## src/aox_defs.svh

```systemverilog
// constants for the accumulator or/xor logic unit
`ifndef AOX_DEFS_SVH
`define AOX_DEFS_SVH
`define AOX_ACC_W      32
`define AOX_WORD_W     16
`define AOX_STACK_D    8
`define AOX_CNT_W      6
`define AOX_CNT_MIN    6'h01
`define AOX_CNT_MAX    6'h20
`define AOX_ACC_RST    32'h0000_0000
`endif

```

## src/aox_pkg.sv

```systemverilog
// types for the accumulator or/xor logic unit
package aox_pkg;
    typedef enum logic [2:0] {
        AOX_OR_WORD,
        AOX_OR_DOUBLE_OP,
        AOX_OR_FORMATTED_OP,
        AOX_OR_STACK_OP,
        AOX_XOR_WORD,
        AOX_XOR_DOUBLE_OP
    } aox_op_e;

    // instruction request from the sequencer
    typedef struct packed {
        logic        valid;
        aox_op_e     op;
        logic [31:0] operand;
        logic [5:0]  bit_count;
    } aox_req_s;

    typedef struct packed {
        logic zero_result_flag;
        logic negative_result_flag;
    } aox_flags_s;
endpackage : aox_pkg

```

## src/aox_unit.sv

```systemverilog
// accumulator or/xor logic unit with accumulator stack
`timescale 1ns/10ps
`include "aox_defs.svh"

// Operation
// - word OR merges low half into accumulator
// - word OR sets zero flag on zero
// - flags hold only latest updating instruction
// - double OR with 32-bit memory/constant operand
// - double OR sets zero and negative flags
// - negative flag follows result sign bit
// - 32-bit forms: zero flag on zero result
// - formatted OR merges 1 to 32 bits
// - formatted OR sets zero, negative flags
// - stack OR with top entry, flags updated
// - stack pop moves entries up one level
// - word XOR with low half, zero flag
// - word XOR signals zero result
// - double XOR with constant, both flags
module aox_unit
    import aox_pkg::*;
#(
    parameter int STACK_DEPTH = `AOX_STACK_D
) (
    // clock and reset
    input  wire logic                  i_ref_clk,
    input  wire logic                  i_arst_n,
    // instruction request
    input  wire aox_req_s              i_req,
    // stack push from sequencer
    input  wire logic                  i_push,
    input  wire logic [`AOX_ACC_W-1:0] i_push_data,
    // results
    output logic [`AOX_ACC_W-1:0]      o_acc,
    output logic [`AOX_ACC_W-1:0]      o_stack_top,
    output aox_flags_s                 o_flags,
    output logic                       o_done
);

    typedef struct packed {
        logic [`AOX_ACC_W-1:0]                  acc;
        logic [STACK_DEPTH-1:0][`AOX_ACC_W-1:0] stack;
        aox_flags_s                             flags;
        logic                                   done;
    } aox_state_s;

    aox_state_s state;
    aox_state_s next_state;

    // keep only the low count bits of a discrete run
    function automatic logic [`AOX_ACC_W-1:0] run_mask(input logic [5:0] cnt);
        logic [`AOX_ACC_W-1:0] m;
        m = '0;
        for (int k = 0; k < `AOX_ACC_W; k++) begin
            if (6'(k) < cnt) begin
                m[k] = 1'b1;
            end
        end
        return m;
    endfunction : run_mask

    // legal instruction codes; the two spare codes are ignored
    function automatic logic is_legal_op(input aox_op_e op);
        logic legal;
        legal = 1'b0;
        unique case (op)
            AOX_OR_WORD,
            AOX_OR_DOUBLE_OP,
            AOX_OR_FORMATTED_OP,
            AOX_OR_STACK_OP,
            AOX_XOR_WORD,
            AOX_XOR_DOUBLE_OP: begin
                legal = 1'b1;
            end
            default: begin
                legal = 1'b0;
            end
        endcase
        return legal;
    endfunction : is_legal_op

    // word forms touch only the low half; the high half is carried through
    function automatic logic [`AOX_ACC_W-1:0] word_merge(
        input logic [`AOX_ACC_W-1:0]  acc,
        input logic [`AOX_WORD_W-1:0] word,
        input logic                   use_xor
    );
        logic [`AOX_WORD_W-1:0] low;
        low = use_xor ? (acc[`AOX_WORD_W-1:0] ^ word) : (acc[`AOX_WORD_W-1:0] | word);
        return {acc[`AOX_ACC_W-1:`AOX_WORD_W], low};
    endfunction : word_merge

    // both flags are rebuilt from the full accumulator result
    function automatic aox_flags_s flags_of(input logic [`AOX_ACC_W-1:0] res);
        aox_flags_s f;
        f.zero_result_flag = (res == '0);
        f.negative_result_flag = res[`AOX_ACC_W-1];
        return f;
    endfunction : flags_of

    // top entry leaves, the rest move up one level
    function automatic logic [STACK_DEPTH-1:0][`AOX_ACC_W-1:0] pop_stack(
        input logic [STACK_DEPTH-1:0][`AOX_ACC_W-1:0] stk
    );
        logic [STACK_DEPTH-1:0][`AOX_ACC_W-1:0] nxt;
        nxt = stk;
        for (int k = 0; k < STACK_DEPTH - 1; k++) begin
            nxt[k] = stk[k+1];
        end
        nxt[STACK_DEPTH-1] = '0;
        return nxt;
    endfunction : pop_stack

    // new value enters at the top, the deepest entry falls off
    function automatic logic [STACK_DEPTH-1:0][`AOX_ACC_W-1:0] push_stack(
        input logic [STACK_DEPTH-1:0][`AOX_ACC_W-1:0] stk,
        input logic [`AOX_ACC_W-1:0]                  val
    );
        logic [STACK_DEPTH-1:0][`AOX_ACC_W-1:0] nxt;
        nxt = stk;
        for (int k = STACK_DEPTH - 1; k > 0; k--) begin
            nxt[k] = stk[k-1];
        end
        nxt[0] = val;
        return nxt;
    endfunction : push_stack

    always_comb begin
        logic [`AOX_ACC_W-1:0] res;
        logic                  upd;
        logic                  pop;
        res = state.acc;
        upd = 1'b0;
        pop = 1'b0;
        next_state = state;
        next_state.done = 1'b0;
        if (i_req.valid) begin
            upd = is_legal_op(i_req.op);
            unique case (i_req.op)
                AOX_OR_WORD: begin
                    res = word_merge(state.acc, i_req.operand[`AOX_WORD_W-1:0], 1'b0);
                end
                AOX_OR_DOUBLE_OP: begin
                    res = state.acc | i_req.operand;
                end
                AOX_OR_FORMATTED_OP: begin
                    res = state.acc | (i_req.operand & run_mask(i_req.bit_count));
                end
                AOX_OR_STACK_OP: begin
                    res = state.acc | state.stack[0];
                    pop = 1'b1;
                end
                AOX_XOR_WORD: begin
                    res = word_merge(state.acc, i_req.operand[`AOX_WORD_W-1:0], 1'b1);
                end
                AOX_XOR_DOUBLE_OP: begin
                    res = state.acc ^ i_req.operand;
                end
                default: begin
                    res = state.acc;
                end
            endcase
        end
        if (upd) begin
            next_state.acc  = res;
            next_state.done = 1'b1;
            next_state.flags = flags_of(res);
        end
        // a stack or consumes its operand, so it wins over a push
        if (pop) begin
            next_state.stack = pop_stack(state.stack);
        end else if (i_push) begin
            next_state.stack = push_stack(state.stack, i_push_data);
        end
    end

    always_ff @(posedge i_ref_clk or negedge i_arst_n) begin
        if (!i_arst_n) begin
            state <= '0;
        end else begin
            state <= next_state;
        end
    end

    always_comb begin
        o_acc       = state.acc;
        o_stack_top = state.stack[0];
        o_flags     = state.flags;
        o_done      = state.done;
    end

endmodule : aox_unit

```

## config.mk

```make
export PLATFORM = sky130hd
export DESIGN_NAME = aox_unit
export DESIGN_NICKNAME = d
export VERILOG_FILES = /design/src/aox_pkg.sv /design/src/aox_unit.sv
export VERILOG_INCLUDE_DIRS = /design/src
export SDC_FILE = /design/constraint.sdc
export NUM_CORES = 1
export LEC_CHECK = 0
export BUFFER_PORTS_ARGS = -buffer_cell sky130_fd_sc_hd__buf_2
export CAP_MARGIN = 10
export CORE_MARGIN = 3
export CORE_UTILIZATION = 50
export CTS_CLUSTER_SIZE = 16
export DETAILED_ROUTE_END_ITERATION = 16
export HOLD_SLACK_MARGIN = 0.05
export PLACE_DENSITY_LB_ADDON = 0.05
export SYNTH_ARGS = -nofsm -noshare
export SYNTH_HDL_FRONTEND = slang
export SYNTH_SLANG_ARGS = --single-unit
export TNS_END_PERCENT = 50
```

## constraint.sdc

```tcl
create_clock -name i_ref_clk -period 2.1 [get_ports i_ref_clk]
set_clock_uncertainty 0.15 [all_clocks]
set_input_delay 0.21 -clock i_ref_clk [delete_from_list [all_inputs] [get_ports i_ref_clk]]
set_output_delay 0.21 -clock i_ref_clk [all_outputs]
set_load 0.01 [all_outputs]
```

==> flow_summary.yaml, run 1 <==
clocking:
  clkTransAtPathRegs_ps: 60
  htree_levels: 2
  numCtsBuffers: 34
  clockRootBuffer: "clkbuf_16"
  clock_latency_ps: 510
  cts_tree: "built"
  cts_sinks: 290
  cts_max_path_buffers: 3
global_routing:
  grt_max_degree: 87
  grt_pass1_wl_um: 66300
  grt_remaining_overflow: 0
  grt_usage_pct: 25.1
  antenna_found_initial: 0
  first_global_vias: 11700
drt:
  firstDrtPassIters: 8
  drc: 0
  first_iter_violations: 990
  routed_wl_um: 41000
  routedWlPerCell_um: 18.7
  viasPerCell: 5.48
  num_vias: 12000
  route.antenna.remaining_nets: 0
sta:
  hold_violations: 0
  holdWs_ps: 67.9
  maxSlewHeadroom_pct: 59.6
  worst_pin_slew_ps: 599
  period_needed_ps: 2190
  layout_setup_ws_ps: -85.9
  max_freq_mhz: 457
  finalSetupViolCount: 1
  fin_crit_sh_pct: 104
  rsz0062_at_grt: "true"
  drv_slew: 0
placement:
  place_congestion: 1.01
  hpwl_um: 29300
  io_buffer_count: 143
floorplanning:
  die_x_um: 180
  dieHeight_um: 180
  initial_core_util_pct: 50.9
  dieArea_um2: 32500
  io_pins: 144
  core.rowCount: 63
  core_area_um2: 29800
cells_and_area:
  layout.area.seq_um2: 7260
  multi_input_area_um2: 6790
  fillCellCount: 2539
  antenna_cells: 0
  num-nets-final: 1869
  syn_to_final_growth_pct: 23.5
  drive_above_1_share_pct: 22.8
critical_path:
  worst-path-max-fanout: 2
  worst-setup-path-type: "input port to register"
  endpoint_kind: "register"
  critPathRequiredTime_ps: 2360
  crit_arrival_ps: 2450
  worstSetupStartpointType: "input port"
synthesis:
  ys_seq_elements: 290
  synth_cells: 1544
  syn_nets: 1637
  synth_top_cell_by_area: "dfrtp_1"
  netlist_area_um2: 15200
  synth_edf_count: 0
  ys_types: 75
  yosysSeqAreaShare_pct: 47.9
  synth_common_cells: "dfrtp_1, mux2i_1, nand2_1"
  async_reset_ff_share_pct: 100
  synthTopCellsByArea: "dfrtp_1, mux2i_1, o21ai_0, nand2_1, buf_4"
  yosys_warnings: 0
  synth_area_per_cell_um2: 9.82
  synth_top_area_share_pct: 47.9
  ys.flop_type: "dfrtp_1"
  synth_most_common_cell: "dfrtp_1"
power:
  pwr_density_cell_nw_per_um2: 971
  p_total_w: 0.0182
  peakVddDrop_v: 0.000703
  p_leak_nw: 8.69
status:
  status: "complete, but fails checks"
  violations: "setup timing"
job:
  drv_cap: 0
worst_hold_path:
  hp-class: "input port to register"
[repair_timing]
| item | 4_1_cts | 5_1_grt |
|---|---|---|
| gates resized for setup | 11 | 13 |
| pin swaps | 20 | 7 |
| setup endpoints to repair | 1 | 1 |
| setup buffers | 1 | 1 |
| endpoints found under the hold margin | 338 | 0 |
| hold buffers | 50 | 0 |
[path summary, 6_finish.rpt]
| kind | start | end | slack, ps | cells after the start |
|---|---|---|---|---|
| setup / recovery | i_req[12] | o_flags[1]$_DFFE_PN0P_ | -90 | 11 |
| hold / removal | i_req[9] | o_acc[3]$_DFFE_PN0P_ | 70 | 4 |
| setup reg to reg | o_acc[6]$_DFFE_PN0P_ | o_flags[1]$_DFFE_PN0P_ | -80 | 9 |
| hold reg to reg | state[246]$_DFFE_PN0P_ | state[214]$_DFFE_PN0P_ | 320 | 2 |
| max in group asynchronous | i_arst_n | o_acc[3]$_DFFE_PN0P_ | 840 | 3 |
| min in group asynchronous | i_arst_n | o_acc[5]$_DFFE_PN0P_ | 180 | 3 |
[cell usage in the layout, fill, tap and decap left out, types with 28 or more instances in the layout]
master,count
buf_2,141
buf_4,152
nor2_1,54
clkbuf_16,35
dlygate4sd3_1,50
inv_1,39
buf_12,28
o21ai_0,241
nand2_1,250
mux2i_1,256
dfrtp_1,290
[registers in the layout, summed over array words and instances (netlist names)]
register     cells
o_flags          1
o_done           1
o_acc           32
state          224
o_stack_top     32
[worst max-delay path: stages]
cell           delay [ps]
dlygate4sd3_1         520
buf_2                 110
inv_1                  40
ha_1                  300
o21ai_2               140
o311ai_2              140
a211oi_2              250
a21oi_2               100
nor4_2                310
nand3_1               160
o31ai_2               180
[per-stage QoR]
step	area [µm²]	util, %	setup TNS, ps	setup slack [ps]	std cells
5_1_grt	18700	62.8	-138	-138	2187
2_1_floorplan	15200	-	0	9.87	1544
3_5_place_dp	17000	57.1	-450	-428	2078
4_1_cts	18700	62.6	0	0.468	2186
6_report	18700	62.8	-85.9	-85.9	2187
3_3_place_gp	17000	57.1	-478	-429	2078
[layer usage]
metal / vias up / part of all wire (%) / global-route usage (%)
li1: 5824 / - / -
met1: 5733 / 50 / 40.1
met2: 357 / 41 / 36.0
met3: 62 / 5.9 / 3.33
met4: 0 / 2.5 / 6.20
met5: - / 0 / 0
[kinds of logic after synthesis]
family,count (synthesis),synth area share (%)
and+or+nand+nor,383,11.2
AOI/OAI and AO/OA,377,14.5
DFF,290,47.9
muxes,257,17.0
buffers and inverters,216,7.92
adders and majority gates,16,1.32
xor gates and xnor gates,5,0.289
[layout make-up]
| class | instances | share of cell area [%] |
|---|---|---|
| flip-flops and latches | 290 | 38.8 |
| multi-input cells | 1038 | 36.3 |
| repair buffers | 373 | 15.7 |
| clock buffers | 47 | 5.19 |
| well taps | 390 | 2.61 |
| inverters | 39 | 0.782 |
| clock inverters | 10 | 0.695 |
[power breakdown]
group / switching (W) / internal, W / total [W]
clock network: 0.00231 / 0.00349 / 0.00580
logic: 0.00197 / 0.00190 / 0.00387
registers: 0.00127 / 0.00723 / 0.00850
total: 0.00555 / 0.0126 / 0.0182
(Power assumes the default switching activity.)
==> run 2, diff against run 1 <==
ABC_AREA = 1   (was default)
SKIP_LAST_GASP = 1   (was default)
==> run 2 against run 1 <==
The run now ends clean. Area after synthesis increased by 6.1%. Utilization decreased by 2.6 points. Worst setup slack improved by 250 ps. Non-clock buffer count decreased by 61. Global-route usage decreased by 0.33 points. Worst hold slack got worse by 7.0 ps. Wire length increased by 4.2%. Fmax increased by 13%. Critical path depth increased by 1. Critical path type is now register to register. Critical endpoint unchanged. Highest routed layer unchanged.
==> flow_summary.yaml, run 2 <==
status:
  status: "finished clean"
clocking:
  numCtsBuffers: 34
  clockRootBuffer: "clkbuf_16"
  clkTransAtPathRegs_ps: 60
  htree_levels: 2
  cts_sinks: 290
  cts_tree: "built"
  clock_latency_ps: 520
  cts_max_path_buffers: 3
critical_path:
  worst-path-max-fanout: 2
  endpoint_kind: "register"
  critPathRequiredTime_ps: 2400
  crit_arrival_ps: 2230
  worst-setup-path-type: "register to register"
  worstSetupStartpointType: "register"
synthesis:
  async_reset_ff_share_pct: 100
  synth_most_common_cell: "nand2_1"
  netlist_area_um2: 16100
  synthTopCellsByArea: "dfrtp_1, nand2_1, inv_1, nand3_1, o21ai_0"
  synth_cells: 2210
  ys_seq_elements: 290
  synth_edf_count: 0
  synth_top_cell_by_area: "dfrtp_1"
  synth_top_area_share_pct: 45.1
  synth_common_cells: "nand2_1, inv_1, dfrtp_1"
  ys.flop_type: "dfrtp_1"
  syn_nets: 2303
  synth_area_per_cell_um2: 7.28
  yosys_warnings: 0
  yosysSeqAreaShare_pct: 45.1
  ys_types: 41
sta:
  holdWs_ps: 60.9
  finalSetupViolCount: 0
  drv_slew: 0
  fin_crit_sh_pct: 92.3
  maxSlewHeadroom_pct: 68.8
  period_needed_ps: 1940
  rsz0062_at_grt: "false"
  hold_violations: 0
  max_freq_mhz: 516
  layout_setup_ws_ps: 162
  worst_pin_slew_ps: 468
global_routing:
  grt_pass1_wl_um: 68600
  first_global_vias: 12600
  use_met1_pct: 39.9
  met2_usage_pct: 34.6
  grt_remaining_overflow: 0
  grt_use_met3_pct: 3.28
  grt_max_degree: 79
  grt_usage_pct: 24.7
  grt.busiest_layer: "met1"
  antenna_found_initial: 0
floorplanning:
  core.rowCount: 65
  die_x_um: 185
  io_pins: 144
  dieHeight_um: 185
  initial_core_util_pct: 50.8
  dieArea_um2: 34400
  core_area_um2: 31600
placement:
  place_area_um2: 17600
  dpl_worst_slack_ps: -103
  hpwl_um: 30300
  place_congestion: 0.867
  io_buffer_count: 143
power:
  p_total_w: 0.0167
  pwr_density_cell_nw_per_um2: 874
  p_leak_nw: 10.9
  peakVddDrop_v: 0.000642
drt:
  drc: 0
  first_iter_violations: 1200
  routedWlPerCell_um: 15.3
  route.antenna.remaining_nets: 0
  viasPerCell: 5.02
  firstDrtPassIters: 5
  routed_wl_um: 42700
  num_vias: 14000
cells_and_area:
  stdcell_area_um2: 19100
  regMostFlops: "state"
  layout_common_cells: "nand2_1, inv_1, dfrtp_1"
  largest_reg_flops: 224
  drive_above_1_share_pct: 15.2
  num-nets-final: 2458
  final_common_cell: "nand2_1"
  syn_to_final_growth_pct: 18.6
  antenna_cells: 0
job:
  drv_cap: 0
worst_hold_path:
  hp-class: "input port to async pin"
-- run 2: cell count changes in the layout (fill, tap and decap cells not counted), sizes merged, moves of 29 or more --
cell    previous run  this run
nand2            250       624
mux2i            256         0
nand3             16       237
buf              323       275
inv               39       389
o211ai            10        39
-- run 2: final cells by class --
cell class	instances	area, µm²
fill	2931	12600
clock inverter	11	111
tap	402	503
multi-input combinational	1338	6310
clock buffer	47	1000
inverter	389	1470
timing repair buffer	312	2420
sequential	290	7260
-- run 2: cells by family after synthesis --
group	Yosys count	synth area share, %
AOI/OAI and AO/OA	359	12.7
DFF	290	45.1
buffers and inverters	582	15.8
and+or+nand+nor	953	24.6
adders and majority gates	16	1.24
xor gates and xnor gates	10	0.545
-- run 2: path summary, 6_finish.rpt --
path                                   startpoint                      to  slack [ps]  depth (start not counted)
setup / recovery             o_acc[7]$_DFFE_PN0P_  o_flags[1]$_DFFE_PN0P_         160                         12
hold / removal                           i_arst_n   o_acc[12]$_DFFE_PN0P_          60                          2
setup reg to reg             o_acc[7]$_DFFE_PN0P_  o_flags[1]$_DFFE_PN0P_         160                         12
hold reg to reg            state[236]$_DFFE_PN0P_  state[204]$_DFFE_PN0P_         340                          2
max in group asynchronous                i_arst_n  state[217]$_DFFE_PN0P_        1080                          3
min in group i_ref_clk                  i_req[35]   o_acc[29]$_DFFE_PN0P_          80                          7
-- run 2: per-stage QoR --
| step | TNS [ps] | cells | utilization, % |
|---|---|---|---|
| 5_1_grt | 0 | 2789 | 60.3 |
| 4_1_cts | 0 | 2788 | 60.2 |
| 3_5_place_dp | -103 | 2694 | 55.6 |
| 3_3_place_gp | -145 | 2694 | 55.6 |
| 2_1_floorplan | 0 | 2210 | - |
| 6_report | 0 | 2789 | 60.3 |
-- run 2: worst max-delay path, stage by stage, from the launching register on --
cell      delay [ps]
dfrtp_1          370
inv_1             70
ha_1             260
nand3_1           80
o21ai_0           70
o21bai_1         170
a21oi_2          220
nand2_1           80
nor2_1           140
nand2_1           70
nor2_1           100
nand2_1           60
nand2_1           50
-- run 2: repair_timing --
action,4_1_cts,5_1_grt
gates resized for setup,0,2
hold endpoints to repair,331,0
hold buffers,36,0
endpoints found under the setup margin,0,1
setup buffers,0,1
-- run 2: power breakdown --
part | switching [W] | total, W | internal, W
sequential | 0.000793 | 0.00737 | 0.00658
clock | 0.00232 | 0.00579 | 0.00347
combinational | 0.00199 | 0.00350 | 0.00151
total | 0.00510 | 0.0167 | 0.0116
-- run 2: per-layer routing --
metal / wire length, µm / share of wire (%)
met1: 21700 / 51
met2: 17600 / 41
met3: 2380 / 5.6
met4: 1070 / 2.5
met5: 0 / 0
==> run 3, diff against run 2 <==
PLACE_DENSITY = 0.72   (was default)
PLACE_DENSITY_LB_ADDON = default   (was 0.05)
==> run 3 against run 2 <==
Sequential share of layout area fell by 0.38 points. Sequential power is essentially flat. Worst setup slack lost 23 ps. Register-to-register slack worse by 20 ps. Worst hold slack worse by 22 ps. Combinational power hardly changed.
==> flow_summary.yaml, run 3 (synthesis gave the netlist of run 2 again) <==
sta:
  worst_pin_slew_ps: 468
  tns_ps: 0
  maxSlewHeadroom_pct: 68.8
  finalSetupViolCount: 0
  drv_slew: 0
  fin_crit_sh_pct: 93.4
  max_freq_mhz: 510
  period_needed_ps: 1960
  hold_violations: 0
drt:
  drc: 0
  routedWlPerCell_um: 15.6
  routed_wl_um: 43400
  num_vias: 14300
  viasPerCell: 5.11
  first_iter_violations: 1348
  firstDrtPassIters: 5
  route.antenna.remaining_nets: 0
floorplanning:
  dieHeight_um: 185
  io_pins: 144
  core_area_um2: 31600
  dieArea_um2: 34400
  die_x_um: 185
  core.rowCount: 65
  initial_core_util_pct: 50.8
global_routing:
  antenna_found_initial: 2
  grt_pass1_wl_um: 69900
  first_global_vias: 13100
  grt_usage_pct: 25.2
  grt_max_degree: 105
  grt_remaining_overflow: 0
clocking:
  htree_levels: 2
  clkTransAtPathRegs_ps: 60
  cts_max_path_buffers: 3
  cts_tree: "built"
  cts_sinks: 290
  clock_latency_ps: 520
  clockRootBuffer: "clkbuf_16"
  numCtsBuffers: 34
critical_path:
  r2r-start: "o_acc[7]$_DFFE_PN0P_"
  critPathRequiredTime_ps: 2410
  worstRegToRegCells: 13
  setup.worst_path.start: "o_acc[7]$_DFFE_PN0P_"
  r2r_setup_slack_ps: 140
  crit_top_cell: "nand2_1"
  critical_path.max_stage_delay_ps: 360
  worst-path-max-fanout: 2
  endpoint_kind: "register"
  worst-setup-path-type: "register to register"
  crit_chain: "inv_2, ha_1, nand3_1, o21ai_0, o21bai_1, a21oi_2, nand2_1, nor2_2, nand2_1, nor2_1, buf_4, nand2_1, nand2_1"
  crit_arrival_ps: 2280
  worstSetupStartpointType: "register"
  crit_slowest_cell: "dfrtp_1"
  r2r_end: "o_flags[1]$_DFFE_PN0P_"
  critPathCapture: "o_flags[1]$_DFFE_PN0P_"
cells_and_area:
  final_common_cell: "nand2_1"
  num-nets-final: 2457
  utilization_pct: 60.9
  drive_above_1_share_pct: 15.1
  regMostFlops: "state"
  layout_common_cells: "nand2_1, inv_1, dfrtp_1"
  syn_to_final_growth_pct: 19.7
  instances_no_fill: 2789
  antenna_cells: 0
  largest_reg_flops: 224
power:
  peakVddDrop_v: 0.000525
  p_clk_share_pct: 36.6
  p_leak_nw: 10.9
  power_frac_comb_pct: 20.5
  p_seq_share_pct: 42.9
  internal_power_w: 0.0120
  switchingPower_w: 0.00523
  pwr_density_cell_nw_per_um2: 892
  swShare_pct: 30.4
placement:
  post-place-cells: 2682
  place_congestion: 0.959
  hpwl_um: 30100
  io_buffer_count: 143
status:
  status: "finished clean"
worst_hold_path:
  hp-class: "input port to async pin"
job:
  drv_cap: 0
-- run 3: cell types whose count changed in the layout (fill, tap and decap cells not counted), moves of 2 or more --
cell	delta
nor2_2	+2
dlygate4sd3_1	+11
buf_12	+3
bufinv_16	+4
a311oi_1	-4
clkinv_8	-2
buf_4	-15
nor2_1	-2
a311oi_2	+4
-- run 3: power by group through the flow --
stage	logic [W]	clock network, W	registers [W]
after detailed placement	0.00342	0	0.00745
after CTS	0.00352	0.00643	0.00735
final	0.00352	0.00629	0.00737
after global routing	0.00408	0.00666	0.00749
after floorplan	0.00250	0	0.00719
after global placement	0.00332	0	0.00740
-- run 3: layer usage --
layer  global-route usage, %  vias up  routed length, µm
met5                       0        -                 12
met4                    8.79        2               1480
met3                    4.22       83               2540
met2                    38.5      395              19200
met1                    36.5     6590              20200
li1                        -     7188                  -
-- run 3: cell type report --
cell class | count | area [µm²]
clock buffer | 45 | 962
clock inverter | 14 | 245
fill | 2815 | 12400
inverter | 389 | 1470
multi-input combinational | 1338 | 6350
sequential | 290 | 7260
tap | 402 | 503
timing repair buffer | 311 | 2480
-- run 3: stage by stage --
step	area, µm²	hold slack (ps)	power (W)	setup slack [ps]
floorplan	16100	-236	0.00969	413
global route	19300	56.3	0.0182	-10.7
CTS	19200	50.9	0.0173	33.9
finish	19300	39.1	0.0172	139
global placement	17500	10.8	0.0107	-337
detailed placement	17500	13.3	0.0109	-324
-- run 3: what timing repair did --
item | in CTS | in global routing
buffers inserted | 0 | 1
endpoints found under the setup margin | 0 | 1
endpoints found under the hold margin | 336 | 0
gates resized for setup | 0 | 11
hold buffers | 47 | 0
-- run 3: how the worst min path moves through the flow --
| stage | startpoint | endpoint | slack (ps) | depth (start not counted) |
|---|---|---|---|---|
| final | i_arst_n | o_acc[10]$_DFFE_PN0P_ | 40 | 2 |
| after global routing | i_arst_n | o_acc[10]$_DFFE_PN0P_ | 60 | 2 |
| after CTS | i_req[33] | o_acc[27]$_DFFE_PN0P_ | 50 | 5 |
| after detailed placement | i_arst_n | o_acc[12]$_DFFE_PN0P_ | 10 | 1 |
| after global placement | i_arst_n | o_acc[10]$_DFFE_PN0P_ | 10 | 1 |
| after floorplan | i_arst_n | o_acc[0]$_DFFE_PN0P_ | -240 | 0 |
-- run 3: worst max-delay path, delay by kind of cell, from the launching register on --
family          cells  cell delay, ps
compound gates      3             460
fa+ha+maj           1             270
buf+inv             2             150
flops               1             360
simple gates        7             510
